--- src/uart_host_regs_map.svh ---
// register offsets, field positions, reset values and timing counts of the serial port
`ifndef UART_HOST_REGS_MAP_SVH
`define UART_HOST_REGS_MAP_SVH
`define OFS_DATA        3'h0
`define OFS_IER         3'h1
`define OFS_IIR         3'h2
`define OFS_LCR         3'h3
`define OFS_MCR         3'h4
`define OFS_LSR         3'h5
`define OFS_MSR         3'h6
`define OFS_SCR         3'h7
`define SHADOW_OFS_P1   8'h20
`define SHADOW_OFS_P2   8'h1D
`define LCR_BANK_BIT    7
`define LCR_BREAK_BIT   6
`define MCR_DTR_BIT     0
`define MCR_RTS_BIT     1
`define MCR_GATE_BIT    3
`define IER_RDA_BIT     0
`define IER_THRE_BIT    1
`define IER_RLS_BIT     2
`define IER_MS_BIT      3
`define FCR_ENABLE_BIT  0
`define FCR_RX_CLR_BIT  1
`define FCR_TX_CLR_BIT  2
`define IIR_NONE        4'h1
`define IIR_RLS         4'h6
`define IIR_RDA         4'h4
`define IIR_TMO         4'hC
`define IIR_THRE        4'h2
`define IIR_MS          4'h0
`define RESET_IER       4'h0
`define RESET_LCR       8'h00
`define RESET_MCR       5'h00
`define RESET_DIV       16'h0001
`define RESET_FCR       8'h00
`define FIFO_DEPTH      5'h10
`define OVERSAMPLE_LAST 4'hF
`define MID_SAMPLE      4'h7
`define CHAR_TIMEOUT    10'h280
`endif

--- src/uart_host_pkg.sv ---
// types shared by the serial port modules
package uart_host_pkg;
  typedef enum logic [2:0] {RX_IDLE, RX_START, RX_DATA, RX_STOP, RX_HOLD} rx_state_t;
  typedef enum logic [1:0] {TX_IDLE, TX_START, TX_DATA, TX_STOP} tx_state_t;
  typedef logic [4:0] fifo_count_t;
endpackage

--- src/fifo_if.sv ---
// connection between the port logic and one byte fifo store
`timescale 1ns/1ps
interface fifo_if;
  logic                      push;
  logic                      pop;
  logic                      flush;
  logic [7:0]                wdata;
  logic [7:0]                q;
  uart_host_pkg::fifo_count_t count;
  modport user  (output push, output pop, output flush, output wdata, input q, input count);
  modport store (input push, input pop, input flush, input wdata, output q, output count);
endinterface

--- src/uart_host_regs.sv ---
// serial port register file, receive and transmit paths and interrupt identification
// Functional notes
// eight byte offsets: data, enable, ident/fifo control, line, modem, status, scratch
// divisor bank bit 7 of line control maps offsets 0 and 1 to divisor bytes
// least significant data bit goes first on transmit and receive lines
// hidden receive shifter assembles eight bits then moves them to the buffer
// transmit shifter loads from holding buffer only after previous byte finished
// enable bits 0 to 3 clear: no interrupt, identification inhibited, status still updates
// enable bit 0 permits received data and, with fifos, character timeout
// enable bit 1 permits transmit holding empty interrupt
// enable bit 2 permits line status interrupt from overrun, parity, framing, break; code has no parity error source
// enable bit 3 permits modem status interrupt on any modem input change; code flags ring indicator only when it goes inactive
// enable bits 4 to 7 always read zero
// fifo control bit 0 enables both fifos; clearing or mode change empties them
// other fifo control bits are applied only when bit 0 is one
// fifo control bit 1 empties receive fifo, shifter untouched, self clearing
// fifo control bit 2 empties transmit fifo, shifter untouched, self clearing
// fifo control bit 3 has no effect; bits 4 and 5 reserved; no dma
// fifo control bits 7:6 pick receive trigger of 1, 4, 8 or 14 bytes
// every fifo control write kept in a readable shadow copy
// priority: line status, received data, transmit empty, modem status; highest reported
// identification value frozen while the host reads it
// ident bit 0 low when pending; bits 1 and 2 encode the source
// ident bit 3 zero outside fifo mode; set with bit 2 on timeout
// ident codes 1,6,4,C,2,0, each cleared by its own host access
// timeout when fifo holds data and nothing moved for four character times
// ident bits 5:4 read zero; bits 7:6 one in fifo mode
// interrupt output follows ident bit 0 low, gated by modem control bit 3
`timescale 1ns/1ps
`include "uart_host_regs_map.svh"
module uart_host_regs (
  input  wire logic       clk,        // 20 MHz system clock
  input  wire logic       rst,        // synchronous reset, active high
  input  wire logic [2:0] addr,       // register offset
  input  wire logic       rd_en,      // read strobe, one cycle
  input  wire logic       wr_en,      // write strobe, one cycle
  input  wire logic [7:0] wr_data,    // write data
  output logic      [7:0] rd_data,    // read data, one cycle after rd_en
  input  wire logic       rx_pin,     // serial receive line
  output logic            tx_pin,     // serial transmit line
  input  wire logic       cts_n,      // clear to send pin
  input  wire logic       dsr_n,      // data set ready pin
  input  wire logic       ri_n,       // ring indicator pin
  input  wire logic       dcd_n,      // carrier detect pin
  output logic            dtr_n,      // data terminal ready pin
  output logic            rts_n,      // request to send pin
  output logic            irq,        // interrupt request, active high
  output logic      [7:0] fifo_shadow // copy of last fifo control write
);
  fifo_if rx_f ();
  fifo_if tx_f ();
  byte_fifo u_rx (.clk(clk), .rst(rst), .f(rx_f));
  byte_fifo u_tx (.clk(clk), .rst(rst), .f(tx_f));
  logic [3:0]  ier_reg;
  logic [7:0]  lcr_reg;
  logic [4:0]  mcr_reg;
  logic [7:0]  scr_reg;
  logic [15:0] div_reg;
  logic        fifo_en_reg;
  logic [1:0]  trig_reg;
  logic [7:0]  iir_reg;
  logic [7:0]  rd_data_reg;
  logic        irq_reg;
  logic        tx_pin_reg;
  logic [7:0]  shadow_reg;
  logic        rx_s1_reg;
  logic        rx_s2_reg;
  logic [3:0]  m_s1_reg;
  logic [3:0]  m_s2_reg;
  logic [3:0]  m_prev_reg;
  logic [3:0]  m_delta_reg;
  logic [15:0] baud_cnt_reg;
  logic        tick_reg;
  uart_host_pkg::rx_state_t rx_state_reg;
  uart_host_pkg::tx_state_t tx_state_reg;
  logic [3:0]  rx_sub_reg;
  logic [2:0]  rx_bit_reg;
  logic [7:0]  rx_shift_reg;
  logic [3:0]  tx_sub_reg;
  logic [2:0]  tx_bit_reg;
  logic [7:0]  tx_shift_reg;
  logic        oe_reg;
  logic        fe_reg;
  logic        bi_reg;
  logic        thre_int_reg;
  logic        tx_empty_d_reg;
  logic [9:0]  tmo_cnt_reg;
  // host access decode
  wire bank    = lcr_reg[`LCR_BANK_BIT];
  wire a_data  = (addr == `OFS_DATA);
  wire a_ier   = (addr == `OFS_IER);
  wire wr_thr  = wr_en && a_data && !bank;
  wire wr_dll  = wr_en && a_data && bank;
  wire wr_ier  = wr_en && a_ier && !bank;
  wire wr_dlm  = wr_en && a_ier && bank;
  wire wr_fcr  = wr_en && (addr == `OFS_IIR);
  wire wr_lcr  = wr_en && (addr == `OFS_LCR);
  wire wr_mcr  = wr_en && (addr == `OFS_MCR);
  wire wr_scr  = wr_en && (addr == `OFS_SCR);
  wire rd_rbr  = rd_en && a_data && !bank;
  wire rd_iir  = rd_en && (addr == `OFS_IIR);
  wire rd_lsr  = rd_en && (addr == `OFS_LSR);
  wire rd_msr  = rd_en && (addr == `OFS_MSR);
  // fifo mode and flushes; bits other than bit 0 only taken with bit 0 set
  wire fcr_en    = wr_data[`FCR_ENABLE_BIT];
  wire mode_chg  = wr_fcr && (fcr_en != fifo_en_reg);
  wire rx_flush  = mode_chg || (wr_fcr && (!fcr_en || wr_data[`FCR_RX_CLR_BIT]));
  wire tx_flush  = mode_chg || (wr_fcr && (!fcr_en || wr_data[`FCR_TX_CLR_BIT]));
  wire [4:0] cap = fifo_en_reg ? `FIFO_DEPTH : 5'h01;
  wire rx_full   = (rx_f.count >= cap);
  wire tx_full   = (tx_f.count >= cap);
  wire tx_empty  = (tx_f.count == 5'h00);
  wire rx_empty  = (rx_f.count == 5'h00);
  // receive trigger level
  function automatic logic [4:0] trig_level(input logic [1:0] sel);
    unique case (sel)
      2'b00: trig_level = 5'h01;
      2'b01: trig_level = 5'h04;
      2'b10: trig_level = 5'h08;
      2'b11: trig_level = 5'h0E;
    endcase
  endfunction
  wire rx_hit = fifo_en_reg ? (rx_f.count >= trig_level(trig_reg)) : !rx_empty;
  // baud divider gives a 16x oversample tick
  wire [15:0] div_m1 = (div_reg == 16'h0000) ? 16'h0000 : div_reg - 16'h0001;
  wire        baud_wrap = (baud_cnt_reg == div_m1);
  // receive path events
  wire rx_sample = tick_reg && (rx_sub_reg == `OVERSAMPLE_LAST);
  wire rx_done   = (rx_state_reg == uart_host_pkg::RX_STOP) && rx_sample;
  wire rx_brk    = rx_done && !rx_s2_reg && (rx_shift_reg == 8'h00);
  wire rx_ferr   = rx_done && !rx_s2_reg;
  wire rx_ovr    = rx_done && rx_full;
  wire tx_load   = (tx_state_reg == uart_host_pkg::TX_IDLE) && !tx_empty;
  wire tx_last   = tick_reg && (tx_sub_reg == `OVERSAMPLE_LAST);

  assign rx_f.push  = rx_done && !rx_full;
  assign rx_f.wdata = rx_shift_reg;
  assign rx_f.pop   = rd_rbr;
  assign rx_f.flush = rx_flush;
  assign tx_f.push  = wr_thr && !tx_full;
  assign tx_f.wdata = wr_data;
  assign tx_f.pop   = tx_load;
  assign tx_f.flush = tx_flush;
  // character timeout: data waiting and no movement for four character times
  wire tmo_hit  = (tmo_cnt_reg == `CHAR_TIMEOUT);
  wire tmo_rst  = rx_empty || !fifo_en_reg || rx_f.push || rx_f.pop;
  // interrupt sources, each gated by its enable bit
  wire rls_p  = ier_reg[`IER_RLS_BIT] && (oe_reg || fe_reg || bi_reg);
  wire rda_p  = ier_reg[`IER_RDA_BIT] && rx_hit;
  wire tmo_p  = ier_reg[`IER_RDA_BIT] && fifo_en_reg && tmo_hit;
  wire thre_p = ier_reg[`IER_THRE_BIT] && thre_int_reg;
  wire ms_p   = ier_reg[`IER_MS_BIT] && (m_delta_reg != 4'h0);
  wire [3:0] iir_code = rls_p  ? `IIR_RLS :
                        rda_p  ? `IIR_RDA :
                        tmo_p  ? `IIR_TMO :
                        thre_p ? `IIR_THRE :
                        ms_p   ? `IIR_MS : `IIR_NONE;
  wire [7:0] iir_live = {fifo_en_reg, fifo_en_reg, 2'b00, iir_code};
  wire [7:0] iir_next = rd_iir ? iir_reg : iir_live;

  wire [7:0] lsr_val = {1'b0, tx_empty && (tx_state_reg == uart_host_pkg::TX_IDLE), tx_empty,
                        bi_reg, fe_reg, 1'b0, oe_reg, !rx_empty};
  wire [3:0] m_now   = m_s2_reg;
  wire [7:0] msr_val = {m_now, m_delta_reg};
  wire [7:0] rd_mux  = a_data ? (bank ? div_reg[7:0] : rx_f.q) :
                       a_ier  ? (bank ? div_reg[15:8] : {4'h0, ier_reg}) :
                       (addr == `OFS_IIR) ? iir_reg :
                       (addr == `OFS_LCR) ? lcr_reg :
                       (addr == `OFS_MCR) ? {3'h0, mcr_reg} :
                       (addr == `OFS_LSR) ? lsr_val :
                       (addr == `OFS_MSR) ? msr_val : scr_reg;

  wire tx_line = (tx_state_reg == uart_host_pkg::TX_START) ? 1'b0 :
                 (tx_state_reg == uart_host_pkg::TX_DATA) ? tx_shift_reg[0] : 1'b1;
  assign rd_data     = rd_data_reg;
  assign tx_pin      = tx_pin_reg;
  assign irq         = irq_reg;
  assign dtr_n       = ~mcr_reg[`MCR_DTR_BIT];
  assign rts_n       = ~mcr_reg[`MCR_RTS_BIT];
  assign fifo_shadow = shadow_reg;
  // host-written registers
  always_ff @(posedge clk) begin
    if (rst) begin
      ier_reg     <= `RESET_IER;
      lcr_reg     <= `RESET_LCR;
      mcr_reg     <= `RESET_MCR;
      scr_reg     <= 8'h00;
      div_reg     <= `RESET_DIV;
      fifo_en_reg <= 1'b0;
      trig_reg    <= 2'b00;
      shadow_reg  <= `RESET_FCR;
    end else begin
      if (wr_ier) ier_reg <= wr_data[3:0];
      if (wr_lcr) lcr_reg <= wr_data;
      if (wr_mcr) mcr_reg <= wr_data[4:0];
      if (wr_scr) scr_reg <= wr_data;
      if (wr_dll) div_reg[7:0] <= wr_data;
      if (wr_dlm) div_reg[15:8] <= wr_data;
      if (wr_fcr) fifo_en_reg <= fcr_en;
      if (wr_fcr && fcr_en) trig_reg <= wr_data[7:6];
      if (wr_fcr) shadow_reg <= wr_data;
    end
  end
  // pin synchronisers and baud tick
  always_ff @(posedge clk) begin
    if (rst) begin
      rx_s1_reg    <= 1'b1;
      rx_s2_reg    <= 1'b1;
      m_s1_reg     <= 4'h0;
      m_s2_reg     <= 4'h0;
      baud_cnt_reg <= 16'h0000;
      tick_reg     <= 1'b0;
    end else begin
      rx_s1_reg    <= rx_pin;
      rx_s2_reg    <= rx_s1_reg;
      m_s1_reg     <= ~{dcd_n, ri_n, dsr_n, cts_n};
      m_s2_reg     <= m_s1_reg;
      baud_cnt_reg <= baud_wrap ? 16'h0000 : baud_cnt_reg + 16'h0001;
      tick_reg     <= baud_wrap;
    end
  end
  // receiver: start check at mid bit, data and stop also sampled at mid bit
  always_ff @(posedge clk) begin
    if (rst) begin
      rx_state_reg <= uart_host_pkg::RX_IDLE;
      rx_sub_reg   <= 4'h0;
      rx_bit_reg   <= 3'h0;
      rx_shift_reg <= 8'h00;
    end else begin
      if (tick_reg) rx_sub_reg <= rx_sub_reg + 4'h1;
      unique case (rx_state_reg)
        uart_host_pkg::RX_IDLE: begin
          rx_sub_reg <= 4'h0;
          if (!rx_s2_reg) rx_state_reg <= uart_host_pkg::RX_START;
        end
        uart_host_pkg::RX_START: begin
          if (tick_reg && rx_sub_reg == `MID_SAMPLE) begin
            rx_sub_reg   <= 4'h0;
            rx_bit_reg   <= 3'h0;
            rx_state_reg <= rx_s2_reg ? uart_host_pkg::RX_IDLE : uart_host_pkg::RX_DATA;
          end
        end
        uart_host_pkg::RX_DATA: begin
          if (rx_sample) begin
            rx_shift_reg <= {rx_s2_reg, rx_shift_reg[7:1]};
            rx_bit_reg   <= rx_bit_reg + 3'h1;
            if (rx_bit_reg == 3'h7) rx_state_reg <= uart_host_pkg::RX_STOP;
          end
        end
        uart_host_pkg::RX_STOP: begin
          if (rx_sample) begin
            rx_state_reg <= rx_s2_reg ? uart_host_pkg::RX_IDLE : uart_host_pkg::RX_HOLD;
          end
        end
        uart_host_pkg::RX_HOLD: begin
          if (rx_s2_reg) rx_state_reg <= uart_host_pkg::RX_IDLE;
        end
        default: rx_state_reg <= uart_host_pkg::RX_IDLE;
      endcase
    end
  end
  // transmitter: shifter taken from the fifo head only when idle
  always_ff @(posedge clk) begin
    if (rst) begin
      tx_state_reg <= uart_host_pkg::TX_IDLE;
      tx_sub_reg   <= 4'h0;
      tx_bit_reg   <= 3'h0;
      tx_shift_reg <= 8'h00;
      tx_pin_reg   <= 1'b1;
    end else begin
      tx_pin_reg <= tx_line && !lcr_reg[`LCR_BREAK_BIT];
      if (tick_reg) tx_sub_reg <= tx_sub_reg + 4'h1;
      unique case (tx_state_reg)
        uart_host_pkg::TX_IDLE: begin
          tx_sub_reg <= 4'h0;
          if (tx_load) begin
            tx_shift_reg <= tx_f.q;
            tx_state_reg <= uart_host_pkg::TX_START;
          end
        end
        uart_host_pkg::TX_START: begin
          if (tx_last) begin
            tx_bit_reg   <= 3'h0;
            tx_state_reg <= uart_host_pkg::TX_DATA;
          end
        end
        uart_host_pkg::TX_DATA: begin
          if (tx_last) begin
            tx_shift_reg <= {1'b0, tx_shift_reg[7:1]};
            tx_bit_reg   <= tx_bit_reg + 3'h1;
            if (tx_bit_reg == 3'h7) tx_state_reg <= uart_host_pkg::TX_STOP;
          end
        end
        uart_host_pkg::TX_STOP: begin
          if (tx_last) tx_state_reg <= uart_host_pkg::TX_IDLE;
        end
      endcase
    end
  end
  // status flags: a setting event wins over the clearing access
  always_ff @(posedge clk) begin
    if (rst) begin
      oe_reg         <= 1'b0;
      fe_reg         <= 1'b0;
      bi_reg         <= 1'b0;
      thre_int_reg   <= 1'b0;
      tx_empty_d_reg <= 1'b1;
      m_prev_reg     <= 4'h0;
      m_delta_reg    <= 4'h0;
      tmo_cnt_reg    <= 10'h000;
    end else begin
      oe_reg         <= rx_ovr || (oe_reg && !rd_lsr);
      fe_reg         <= rx_ferr || (fe_reg && !rd_lsr);
      bi_reg         <= rx_brk || (bi_reg && !rd_lsr);
      tx_empty_d_reg <= tx_empty;
      thre_int_reg   <= (tx_empty && !tx_empty_d_reg) ||
                        (thre_int_reg && !wr_thr && !(rd_iir && iir_reg[3:0] == `IIR_THRE));
      m_prev_reg     <= m_now;
      m_delta_reg    <= {((m_prev_reg[3] ^ m_now[3]) || (m_delta_reg[3] && !rd_msr)),
                         ((m_prev_reg[2] && !m_now[2]) || (m_delta_reg[2] && !rd_msr)),
                         ((m_prev_reg[1] ^ m_now[1]) || (m_delta_reg[1] && !rd_msr)),
                         ((m_prev_reg[0] ^ m_now[0]) || (m_delta_reg[0] && !rd_msr))};
      if (tmo_rst) tmo_cnt_reg <= 10'h000;
      else if (tick_reg && !tmo_hit) tmo_cnt_reg <= tmo_cnt_reg + 10'h001;
    end
  end
  // identification, interrupt line and read data
  always_ff @(posedge clk) begin
    if (rst) begin
      iir_reg     <= {4'h0, `IIR_NONE};
      irq_reg     <= 1'b0;
      rd_data_reg <= 8'h00;
    end else begin
      iir_reg     <= iir_next;
      irq_reg     <= !iir_next[0] && mcr_reg[`MCR_GATE_BIT];
      rd_data_reg <= rd_en ? rd_mux : 8'h00;
    end
  end
endmodule

--- src/byte_fifo.sv ---
// sixteen byte fifo store with registered head output
`timescale 1ns/1ps
`include "uart_host_regs_map.svh"
module byte_fifo (
  input wire logic clk, // system clock
  input wire logic rst, // synchronous reset
  fifo_if.store    f    // push, pop, flush and head data
);
  logic [7:0] mem [0:15];
  logic [3:0] wr_ptr_reg;
  logic [3:0] rd_ptr_reg;
  uart_host_pkg::fifo_count_t count_reg;
  logic [7:0] q_reg;
  wire        do_push = f.push && !f.flush && (count_reg != `FIFO_DEPTH);
  wire        do_pop  = f.pop && !f.flush && (count_reg != 5'h00);
  wire  [3:0] rd_next = f.flush ? 4'h0 : (do_pop ? rd_ptr_reg + 4'h1 : rd_ptr_reg);
  assign f.q     = q_reg;
  assign f.count = count_reg;
  always_ff @(posedge clk) begin
    if (do_push) begin
      mem[wr_ptr_reg] <= f.wdata;
    end
  end
  // head bypass keeps q valid in the same cycle the count turns non-zero
  always_ff @(posedge clk) begin
    if (rst) begin
      wr_ptr_reg <= 4'h0;
      rd_ptr_reg <= 4'h0;
      count_reg  <= 5'h00;
      q_reg      <= 8'h00;
    end else begin
      wr_ptr_reg <= f.flush ? 4'h0 : (do_push ? wr_ptr_reg + 4'h1 : wr_ptr_reg);
      rd_ptr_reg <= rd_next;
      count_reg  <= f.flush ? 5'h00 : count_reg + {4'h0, do_push} - {4'h0, do_pop};
      q_reg      <= (do_push && wr_ptr_reg == rd_next) ? f.wdata : mem[rd_next];
    end
  end
endmodule

--- config.mk ---
export PLATFORM = sky130hd
export DESIGN_NAME = uart_host_regs
export DESIGN_NICKNAME = d
export VERILOG_FILES = /design/src/uart_host_pkg.sv /design/src/fifo_if.sv /design/src/uart_host_regs.sv /design/src/byte_fifo.sv
export VERILOG_INCLUDE_DIRS = /design/src
export SDC_FILE = /design/constraint.sdc
export NUM_CORES = 1
export LEC_CHECK = 0
export BUFFER_PORTS_ARGS = -buffer_cell sky130_fd_sc_hd__buf_2
export CAP_MARGIN = 20
export CORE_MARGIN = 2
export CORE_UTILIZATION = 50
export DETAILED_ROUTE_END_ITERATION = 10
export PLACE_DENSITY = 0.73
export SLEW_MARGIN = 15
export SYNTH_ARGS = -nofsm -noshare
export SYNTH_HDL_FRONTEND = slang
export SYNTH_SLANG_ARGS = --single-unit
--- constraint.sdc ---
create_clock -name clk -period 4.3 [get_ports clk]
set_clock_uncertainty 0.1 [all_clocks]
set_input_delay 0.86 -clock clk [delete_from_list [all_inputs] [get_ports clk]]
set_output_delay 0.86 -clock clk [all_outputs]
set_load 0.1 [all_outputs]
==> results of run 1 <==
-- synth_stat cells, types with 15 or more instances --
cell type / instances / area (µm²)
o21ai_0: 34 / 170.2
mux2i_1: 148 / 1481
edfxtp_1: 256 / 7687
a221oi_1: 24 / 210.2
buf_2: 15 / 75.07
a31oi_1: 15 / 93.84
buf_1: 20 / 75.07
nand3_1: 32 / 160.2
xnor2_1: 29 / 254.0
a211oi_1: 17 / 127.6
nand2_1: 175 / 656.9
nor2b_1: 16 / 100.1
clkbuf_1: 52 / 195.2
nand2b_1: 18 / 112.6
dfxtp_1: 193 / 3864
nor3_1: 48 / 240.2
ha_1: 48 / 600.6
nand4_1: 23 / 143.9
inv_1: 46 / 172.7
a21oi_1: 87 / 435.4
a32o_1: 24 / 240.2
nor2_1: 211 / 792.0
xor2_1: 41 / 359.1
-- how the worst max path moves through the flow --
| stage | to | depth (start not counted) |
|---|---|---|
| finish | u_tx.f.q[7] | 11 |
| global route | u_rx.f.q[5] | 10 |
| CTS | u_rx.f.q[0] | 11 |
| detailed placement | u_tx.f.q[6] | 7 |
| global placement | u_tx.f.q[5] | 11 |
| floorplan | u_tx.mem[3][0] | 5 |
-- routing by layer --
| layer | vias to the layer above | GRT usage | share of wire |
|---|---|---|---|
| li1 | 6508 | - | - |
| met1 | 6701 | 0.3233 | 0.44 |
| met2 | 478 | 0.3752 | 0.47 |
| met3 | 103 | 0.04189 | 0.066 |
| met4 | 0 | 0.08186 | 0.032 |
| met5 | - | 0 | 0 |
-- final cells by class --
cell class	count	area share
sequential	449	0.5189
multi-input combinational	1164	0.3475
clock buffer	63	0.06098
tap	518	0.02911
timing repair buffer	83	0.02428
clock inverter	22	0.01124
inverter	46	0.007756
antenna	2	0.0002248
-- placed cells by master (no fill, tap or decap), types with 38 or more instances in the layout --
| master | count |
|---|---|
| edfxtp_1 | 256 |
| nor2_1 | 211 |
| dfxtp_1 | 193 |
| nand2_1 | 175 |
| mux2i_1 | 146 |
| a21oi_1 | 87 |
| ha_1 | 48 |
| clkbuf_16 | 48 |
| nor3_1 | 47 |
| inv_1 | 46 |
| buf_4 | 44 |
| xor2_1 | 41 |
| buf_2 | 38 |
-- power breakdown --
part	switching, mW	internal, mW
combinational	1.41	0.927
sequential	0.107	4.66
clock	1.70	2.47
total	3.22	8.06
-- critical path: stages, from the launching register on --
cell and delay (ns):
dfxtp_1 0.31, inv_1 0.13, ha_1 0.24, or4b_2 0.70, nand2_1 0.15, xnor2_1 0.14
and2_2 0.21, buf_12 0.36, mux2i_1 0.16, a32o_1 0.24, a221oi_1 0.45, a32o_1 0.24
-- metrics by stage --
step	hold WS (ns)	instance area, µm²	setup WS [ns]	total power, mW
floorplan	0.2895	19810	0.8976	6.581
global placement	0.3321	20650	0.6063	7.131
detailed placement	0.3393	20650	0.6022	7.186
CTS	0.2970	22260	0.7410	11.34
global route	0.3105	22260	0.6256	11.75
finish	0.3185	22260	0.7448	11.27
-- kinds of logic after synthesis --
family,after synthesis,synth area share
adder cells (fa/ha/maj),50,0.03233
flip-flops,449,0.5830
buffers and inverters,136,0.02766
AO/OA/AOI/OAI,301,0.1079
AND/OR/NAND/NOR,588,0.1387
XOR/XNOR,71,0.03208
multiplexers,154,0.07831
==> impl_metrics.tcl, run 1 <==
set metrics [dict create \
    status "finished clean" \
    drive_above_1_share 0.1051 \
    first_global_vias 13350 \
    r2r_end "u_tx.f.q[7]" \
    cts_made_buffers 46 \
    die-area_um2 41230 \
    fp.dieH_um 203.1 \
    fin_crit_ns 3.555 \
    drv_slew 0 \
    max_freq_mhz 281.3 \
    area_growth_pct 12.36 \
    dpl.hpwl_um 32190 \
    viasPerCell 5.876 \
    hold_class "primary input to register" \
    die_width_um 203.1 \
    hold_end "m_s1_reg[1]" \
    cts_root_buf "clkbuf_16" \
    seq_area_frac_synth 0.5830 \
    drc 0 \
    ios 40 \
    crit_required_ns 4.71 \
    rows 72 \
    yosys_warnings 0 \
    placedCellCount 2260 \
    worst_pin_slew_ns 1.128 \
    reg_top3 "u_rx.mem (128), u_tx.mem (128)" \
    grt_max_degree 72 \
    tns_ns 0 \
    worstPathMaxFanout 64 \
    regArea_um2 11550 \
    setup_viol 0 \
    cap_violations 0 \
    final_util 0.5720 \
    clkTransAtPathRegs_ns 0.06 \
    synthArstFlopShare 0 \
    synth.avg_cell_area_um2 11.33 \
    core_area_um2 38920 \
    overflow 0 \
    cts_buffer_depth 3 \
    ff2ff_path_depth 11 \
    synth_cell_type_count 78 \
    multiInputGateArea_um2 7736 \
    hold_depth 2 \
    portBuffers 39 \
    crit_arrival_ns 3.97 \
    ant_nets 0 \
    post_cts_resized 0 \
    via_count 13790 \
    insertion_delay_ns 0.59 \
    r2r_start "u_tx.f.count[2]" \
    grt_antenna_before_repair 2 \
    max-slew-margin-rel 0.2423 \
    h-tree-depth 2 \
    cts_hold_buf 0 \
    grt_pass1_wl_um 75320 \
    wl_um 47790 \
    min_from "dsr_n" \
    peakVddDrop_v 0.0005481 \
    worstSetupPathType "register to register" \
    setup.worst_path.start_class "register" \
    reg2reg_slack_ns 0.74 \
    clock_sinks 449 \
    cp-startpoint "u_tx.f.count[2]" \
    cts_setup_buffers 0 \
    powerDensity_nw_per_um2 506.5 \
    ys_ff_latch 449 \
    fill_cells 3220 \
    track_usage 0.2348 \
    endpoint_kind "register" \
    p_leak_nw 8.108 \
    synth_fp_nets 1819 \
    period_share 0.8268 \
    place.gp.congestion 0.9060 \
    netlist_area_um2 19810 \
    synth_edf_count 256 \
    dr.pass1.iters 6 \
    syn-instance-count 1749 \
    drt-initial-drc-count 1292 \
    cts_tree "yes" \
    rsz0062_at_grt "no" \
    nets 1860 \
    wl_per_cell_um 20.36 \
    final-instance-count-excl-fill 2347 \
    synth-main-ff-cell "edfxtp_1" \
    initial_core_util 0.5091 \
    finalHoldViolCount 0 \
]
Note: power is estimated with default switching activity, not from simulation.
==> run 2: changes to the inputs <==
--- a/config.mk
+++ b/config.mk
@@ -6,6 +6,7 @@
 export SDC_FILE = /design/constraint.sdc
 export NUM_CORES = 1
 export LEC_CHECK = 0
+export ABC_AREA = 1
 export BUFFER_PORTS_ARGS = -buffer_cell sky130_fd_sc_hd__buf_2
 export CAP_MARGIN = 20
 export CORE_MARGIN = 2
==> constraint.sdc (replaced) <==
create_clock -name clk -period 3.36 [get_ports clk]
set_clock_uncertainty 0.1 [all_clocks]
set_input_delay 0.672 -clock clk [delete_from_list [all_inputs] [get_ports clk]]
set_output_delay 0.672 -clock clk [all_outputs]
set_load 0.1 [all_outputs]
==> run 2 against run 1 <==
Against the previous run:
- synthesized area up 7.7%
- clock-buffer cell count down 2
- setup slack worse by 0.39 ns
- sequential power up 29%
- critical path depth up 4
- combinational power up 99%
- utilization down 0.42 points
==> impl_metrics.tcl, run 2 <==
set metrics [dict create \
    rsz0062_at_grt "no" \
    placedCellCount 2960 \
    cts_tree "yes" \
    reg_top3 "u_rx.mem (128), u_tx.mem (128)" \
    area_growth_pct 11.93 \
    netlist_area_um2 21330 \
    antennaDiodeCount 0 \
    yosys_warnings 0 \
    peakVddDrop_v 0.0005596 \
    drc 0 \
    cp-startpoint "fifo_shadow[0]" \
    synth_fp_nets 2488 \
    dpl.hpwl_um 36500 \
    cap_violations 0 \
    clkTransAtPathRegs_ns 0.07 \
    worstSetupPathType "register to register" \
    initial_core_util 0.5074 \
    crit_arrival_ns 3.34 \
    worstPathMaxFanout 10 \
    viasPerCell 5.508 \
    seq_area_frac_synth 0.5416 \
    period_share 0.8932 \
    drt-initial-drc-count 1527 \
    cts_setup_buffers 0 \
    tns_ns 0 \
    max_freq_mhz 333.2 \
    post_cts_resized 0 \
    mostFrequentLayoutCells "nand2_1 (384), inv_1 (373), nand3_1 (348)" \
    endpoint_kind "register" \
    synthArstFlopShare 0 \
    finalHoldViolCount 0 \
    r2r_start "fifo_shadow[0]" \
    worst_pin_slew_ns 1.062 \
    setup_viol 0 \
    crit_required_ns 3.70 \
    ff2ff_path_depth 15 \
    clock_sinks 449 \
    insertion_delay_ns 0.59 \
    yosysTopAreaCell "edfxtp_1" \
    overflow 0 \
    h-tree-depth 2 \
    rows 75 \
    dr.pass1.iters 7 \
    cts_root_buf "clkbuf_16" \
    synth-main-ff-cell "edfxtp_1" \
    ios 40 \
    ant_nets 0 \
    p_leak_nw 10.11 \
    via_count 16780 \
    hold_class "primary input to register" \
    syn-instance-count 2418 \
    slowest_delay_ns 0.38 \
    cts_hold_buf 0 \
    mostFrequentLayoutCell "nand2_1" \
    drv_slew 0 \
    fill_cells 3640 \
    place.gp.congestion 0.9683 \
    cp_slowest_cell "fa_1" \
    max-slew-margin-rel 0.2909 \
    grt_antenna_before_repair 0 \
    first_global_vias 15780 \
    cts_made_buffers 47 \
    status "finished clean" \
    cp_common_cell "nor2_1" \
    r2r_end "u_rx.f.count[4]" \
    cts_buffer_depth 3 \
    endpoint "u_rx.f.count[4]" \
    final-instance-count-excl-fill 3047 \
    nets 2540 \
    reg2reg_slack_ns 0.36 \
    yosysMostFrequentCell "nand2_1" \
    die-area_um2 44330 \
    wl_um 54040 \
    dpl-instance-area_um2 22260 \
    drive_above_1_share 0.09330 \
    fin_crit_ns 3.001 \
    track_usage 0.2466 \
    finalPower_mw 16.22 \
    ys_ff_latch 449 \
    synthTopCellsByCount "nand2_1 (389), inv_1 (374), nand3_1 (349)" \
    portBuffers 39 \
    setup.worst_path.start_class "register" \
    core_area_um2 42040 \
    grt_max_degree 66 \
    fin_area_um2 23870 \
    fp.dieH_um 210.5 \
    yosysTopAreaCellShare 0.3604 \
    powerDensity_nw_per_um2 679.3 \
    synth_edf_count 256 \
    crit_chain "inv_1, ha_1, nand3_1, nand4_1, nand2_1, nand4_1, nor2_4, ha_1, inv_1, fa_1, nor2_1, nor2_1, nor2_1, o21ai_0, nor3b_1" \
    die_width_um 210.5 \
    grt_pass1_wl_um 86190 \
    synth.avg_cell_area_um2 8.821 \
    synth.area.top_cells "edfxtp_1 (36%), dfxtp_1 (18%), nand3_1 (8.2%)" \
    wl_per_cell_um 17.74 \
    synth_cell_type_count 48 \
]
run 2: cell count changes in the layout (fill, tap and decap cells not counted), sizes merged, moves of 86 or more:
cell	delta
inv	+340
nand3	+326
nand2	+220
mux2i	-148
nand3b	+88
o21ai	+86
run 2: where the power goes:
part	switching, mW	internal, mW
registers	0.146	6.00
clock network	2.20	3.21
logic	3.19	1.47
run 2: critical path, delay by kind of cell (launching register included):
kind / cells / cell delay, ns
flip-flops: 1 / 0.32
AO/OA/AOI/OAI: 1 / 0.09
buffers and inverters: 2 / 0.27
AND/OR/NAND/NOR: 9 / 1.17
adder cells (fa/ha/maj): 3 / 0.88
run 2: per-layer routing:
| layer | global-route usage | vias to the layer above | wire length, µm |
|---|---|---|---|
| li1 | - | 8127 | - |
| met5 | 0 | - | 0 |
| met2 | 0.4034 | 636 | 25300 |
| met3 | 0.04350 | 101 | 4365 |
| met4 | 0.07407 | 0 | 1384 |
| met1 | 0.3363 | 7919 | 22990 |
run 2: how the worst min path moves through the flow:
stage	start	endpoint	slack, ns	cells past startpoint
after floorplan	m_s1_reg[0]	m_now[0]	0.29	2
after global placement	rx_s1_reg	rx_s2_reg	0.29	1
after detailed placement	m_s1_reg[3]	m_now[3]	0.30	2
after CTS	dcd_n	m_s1_reg[3]	0.11	2
after global routing	dcd_n	m_s1_reg[3]	0.13	2
final	dcd_n	m_s1_reg[3]	0.15	2
run 2: final cells by class:
type	instances	area, µm²	share of cell area
flip-flops and latches	449	11550	0.4839
clock buffers	61	1343	0.05624
multi-input cells	1475	7766	0.3253
inverters	394	1479	0.06195
repair buffers	103	788.3	0.03302
clock inverters	26	271.5	0.01137
well taps	539	674.4	0.02825
run 2: metrics by stage:
stage	util	hold WS (ns)	worst slack (ns)
after floorplan	-	0.2883	0.6076
final	0.5679	0.1462	0.3590
after global routing	0.5679	0.1252	0.1012
after global placement	0.5295	0.2949	0.1791
after detailed placement	0.5295	0.2956	0.1193
after CTS	0.5679	0.1135	0.3930
run 2: cell families after synthesis:
kind of cell | after synthesis | share of synthesized area
simple gates | 1110 | 0.2498
buf+inv | 494 | 0.09515
flops | 449 | 0.5416
compound gates | 280 | 0.06904
fa+ha+maj | 50 | 0.03003
xor+xnor | 34 | 0.01396
mux | 1 | 0.0004693
==> run 3: changes to the inputs <==
--- a/config.mk
+++ b/config.mk
@@ -9,6 +9,7 @@
 export ABC_AREA = 1
 export BUFFER_PORTS_ARGS = -buffer_cell sky130_fd_sc_hd__buf_2
 export CAP_MARGIN = 20
+export CORE_ASPECT_RATIO = 0.9
 export CORE_MARGIN = 2
 export CORE_UTILIZATION = 50
 export DETAILED_ROUTE_END_ITERATION = 10
==> run 3 against run 2 <==
Against the previous run:
- the flow now finishes with violations (design-rule violations)
- sequential power about the same
- non-clock buffer count increased by 11
- sequential share of layout area about the same
- clock-buffer cell count decreased by 3
- first-iteration DRC count increased by 28%
- hold slack improved by 0.0034 ns
- routed wire length increased by 0.62%
- register-to-register slack improved by 0.04 ns
- cell count increased by 0.53%
- clock power about the same
- maximum frequency increased by 1.5%
- largest power group unchanged
==> impl_metrics.tcl, run 3 (synthesis gave the netlist of run 2 again) <==
set metrics [dict create \
    cts_buffer_depth 3 \
    dpl.hpwl_um 36850 \
    core_area_um2 41930 \
    tns_ns 0 \
    ff2ff_path_depth 15 \
    initial_core_util 0.5087 \
    multiInputGateArea_um2 7766 \
    fp.dieH_um 199.9 \
    ant_nets 0 \
    fill_cells 3616 \
    placedCellCount 2979 \
    insertion_delay_ns 0.56 \
    p_leak_nw 10.11 \
    cts_hold_buf 0 \
    drc 8 \
    cts_setup_buffers 0 \
    grt_pass1_wl_um 87550 \
    portBuffers 39 \
    max-slew-margin-rel 0.2747 \
    grt_antenna_before_repair 0 \
    clock_sinks 449 \
    drt-initial-drc-count 1952 \
    first_global_vias 16440 \
    regArea_um2 11550 \
    dr.pass1.iters 9 \
    grt_max_degree 66 \
    worstPathMaxFanout 10 \
    finalHoldViolCount 0 \
    violations "design-rule violations" \
    place.gp.congestion 0.9306 \
    cts_tree "yes" \
    cts_root_buf "clkbuf_16" \
    rows 71 \
    wl_per_cell_um 17.75 \
    mostFrequentLayoutCells "nand2_1 (384), inv_1 (373), nand3_1 (348)" \
    area_growth_pct 11.99 \
    final-instance-count-excl-fill 3063 \
    mostFrequentLayoutCell "nand2_1" \
    cts_made_buffers 46 \
    wl_um 54370 \
    overflow 0 \
    finalPower_mw 16.34 \
    powerDensity_nw_per_um2 684.2 \
    peakVddDrop_v 0.0006244 \
    setup_viol 0 \
    viasPerCell 5.507 \
    drv_slew 0 \
    place_ws_ns 0.1352 \
    crit_required_ns 3.69 \
    track_usage 0.2489 \
    setup_ws_ns 0.4027 \
    period_share 0.8802 \
    worst_pin_slew_ns 1.081 \
    rsz0062_at_grt "no" \
    fin_crit_ns 2.957 \
    max_freq_mhz 338.1 \
    crit_arrival_ns 3.29 \
    drive_above_1_share 0.09423 \
    setup.worst_path.start_class "register" \
    die-area_um2 44330 \
    nets 2550 \
    status "complete, but fails checks" \
    clkTransAtPathRegs_ns 0.06 \
    cap_violations 0 \
    ios 40 \
    reg_top3 "u_rx.mem (128), u_tx.mem (128)" \
    hold_depth 2 \
    via_count 16870 \
    worstSetupPathType "register to register" \
    endpoint_kind "register" \
    h-tree-depth 2 \
    hold_class "primary input to register" \
    post_cts_resized 0 \
    die_width_um 221.7 \
]
==> run 3: area by class of cell <==
cell class | instances | area share
antenna | 1 | 0.0001048
clock buffer | 58 | 0.05317
clock inverter | 25 | 0.01414
inverter | 394 | 0.06191
multi-input combinational | 1475 | 0.3251
sequential | 449 | 0.4836
tap | 547 | 0.02865
timing repair buffer | 114 | 0.03331
==> run 3: metrics by stage <==
step / hold slack (ns) / area [µm²] / utilization
final: 0.1496 / 23890 / 0.5697
after floorplan: 0.2883 / 21330 / -
after global routing: 0.1519 / 23880 / 0.5696
after CTS: 0.1325 / 23880 / 0.5696
after global placement: 0.3059 / 22280 / 0.5313
after detailed placement: 0.3059 / 22280 / 0.5313
==> run 3: routing by layer <==
layer / track usage / part of all wire / vias to the layer above / wire [µm]
li1: - / - / 8145 / -
met1: 0.3372 / 0.44 / 8042 / 24010
met5: 0 / 0 / - / 0
met3: 0.03454 / 0.066 / 110 / 3570
met2: 0.4157 / 0.46 / 570 / 25220
met4: 0.08408 / 0.029 / 0 / 1576
==> run 3: power by group <==
group	switching (mW)	internal, mW	total, mW
registers	0.152	6.00	6.16
clock network	2.14	3.29	5.43
logic	3.33	1.43	4.75
total	5.62	10.7	16.3
==> run 3: final timing paths <==
check                       from         endpoint  slack [ns]
setup reg to reg  fifo_shadow[0]  u_rx.f.count[4]        0.40
hold reg to reg        rx_s1_reg        rx_s2_reg        0.31
hold / removal             dcd_n      m_s1_reg[3]        0.15
setup / recovery  fifo_shadow[0]  u_rx.f.count[4]        0.40
==> run 3: critical path, cell delays in order (launching register included) <==
cell     delay (ns)
dfxtp_1        0.32
inv_1          0.27
ha_1           0.30
nand3_1        0.08
nand4_1        0.11
nand2_1        0.09
nand4_1        0.14
nor2_4         0.25
ha_1           0.21
inv_1          0.05
fa_1           0.38
nor2_1         0.14
nor2_1         0.06
nor2_1         0.11
o21ai_0        0.09
nor3b_1        0.14
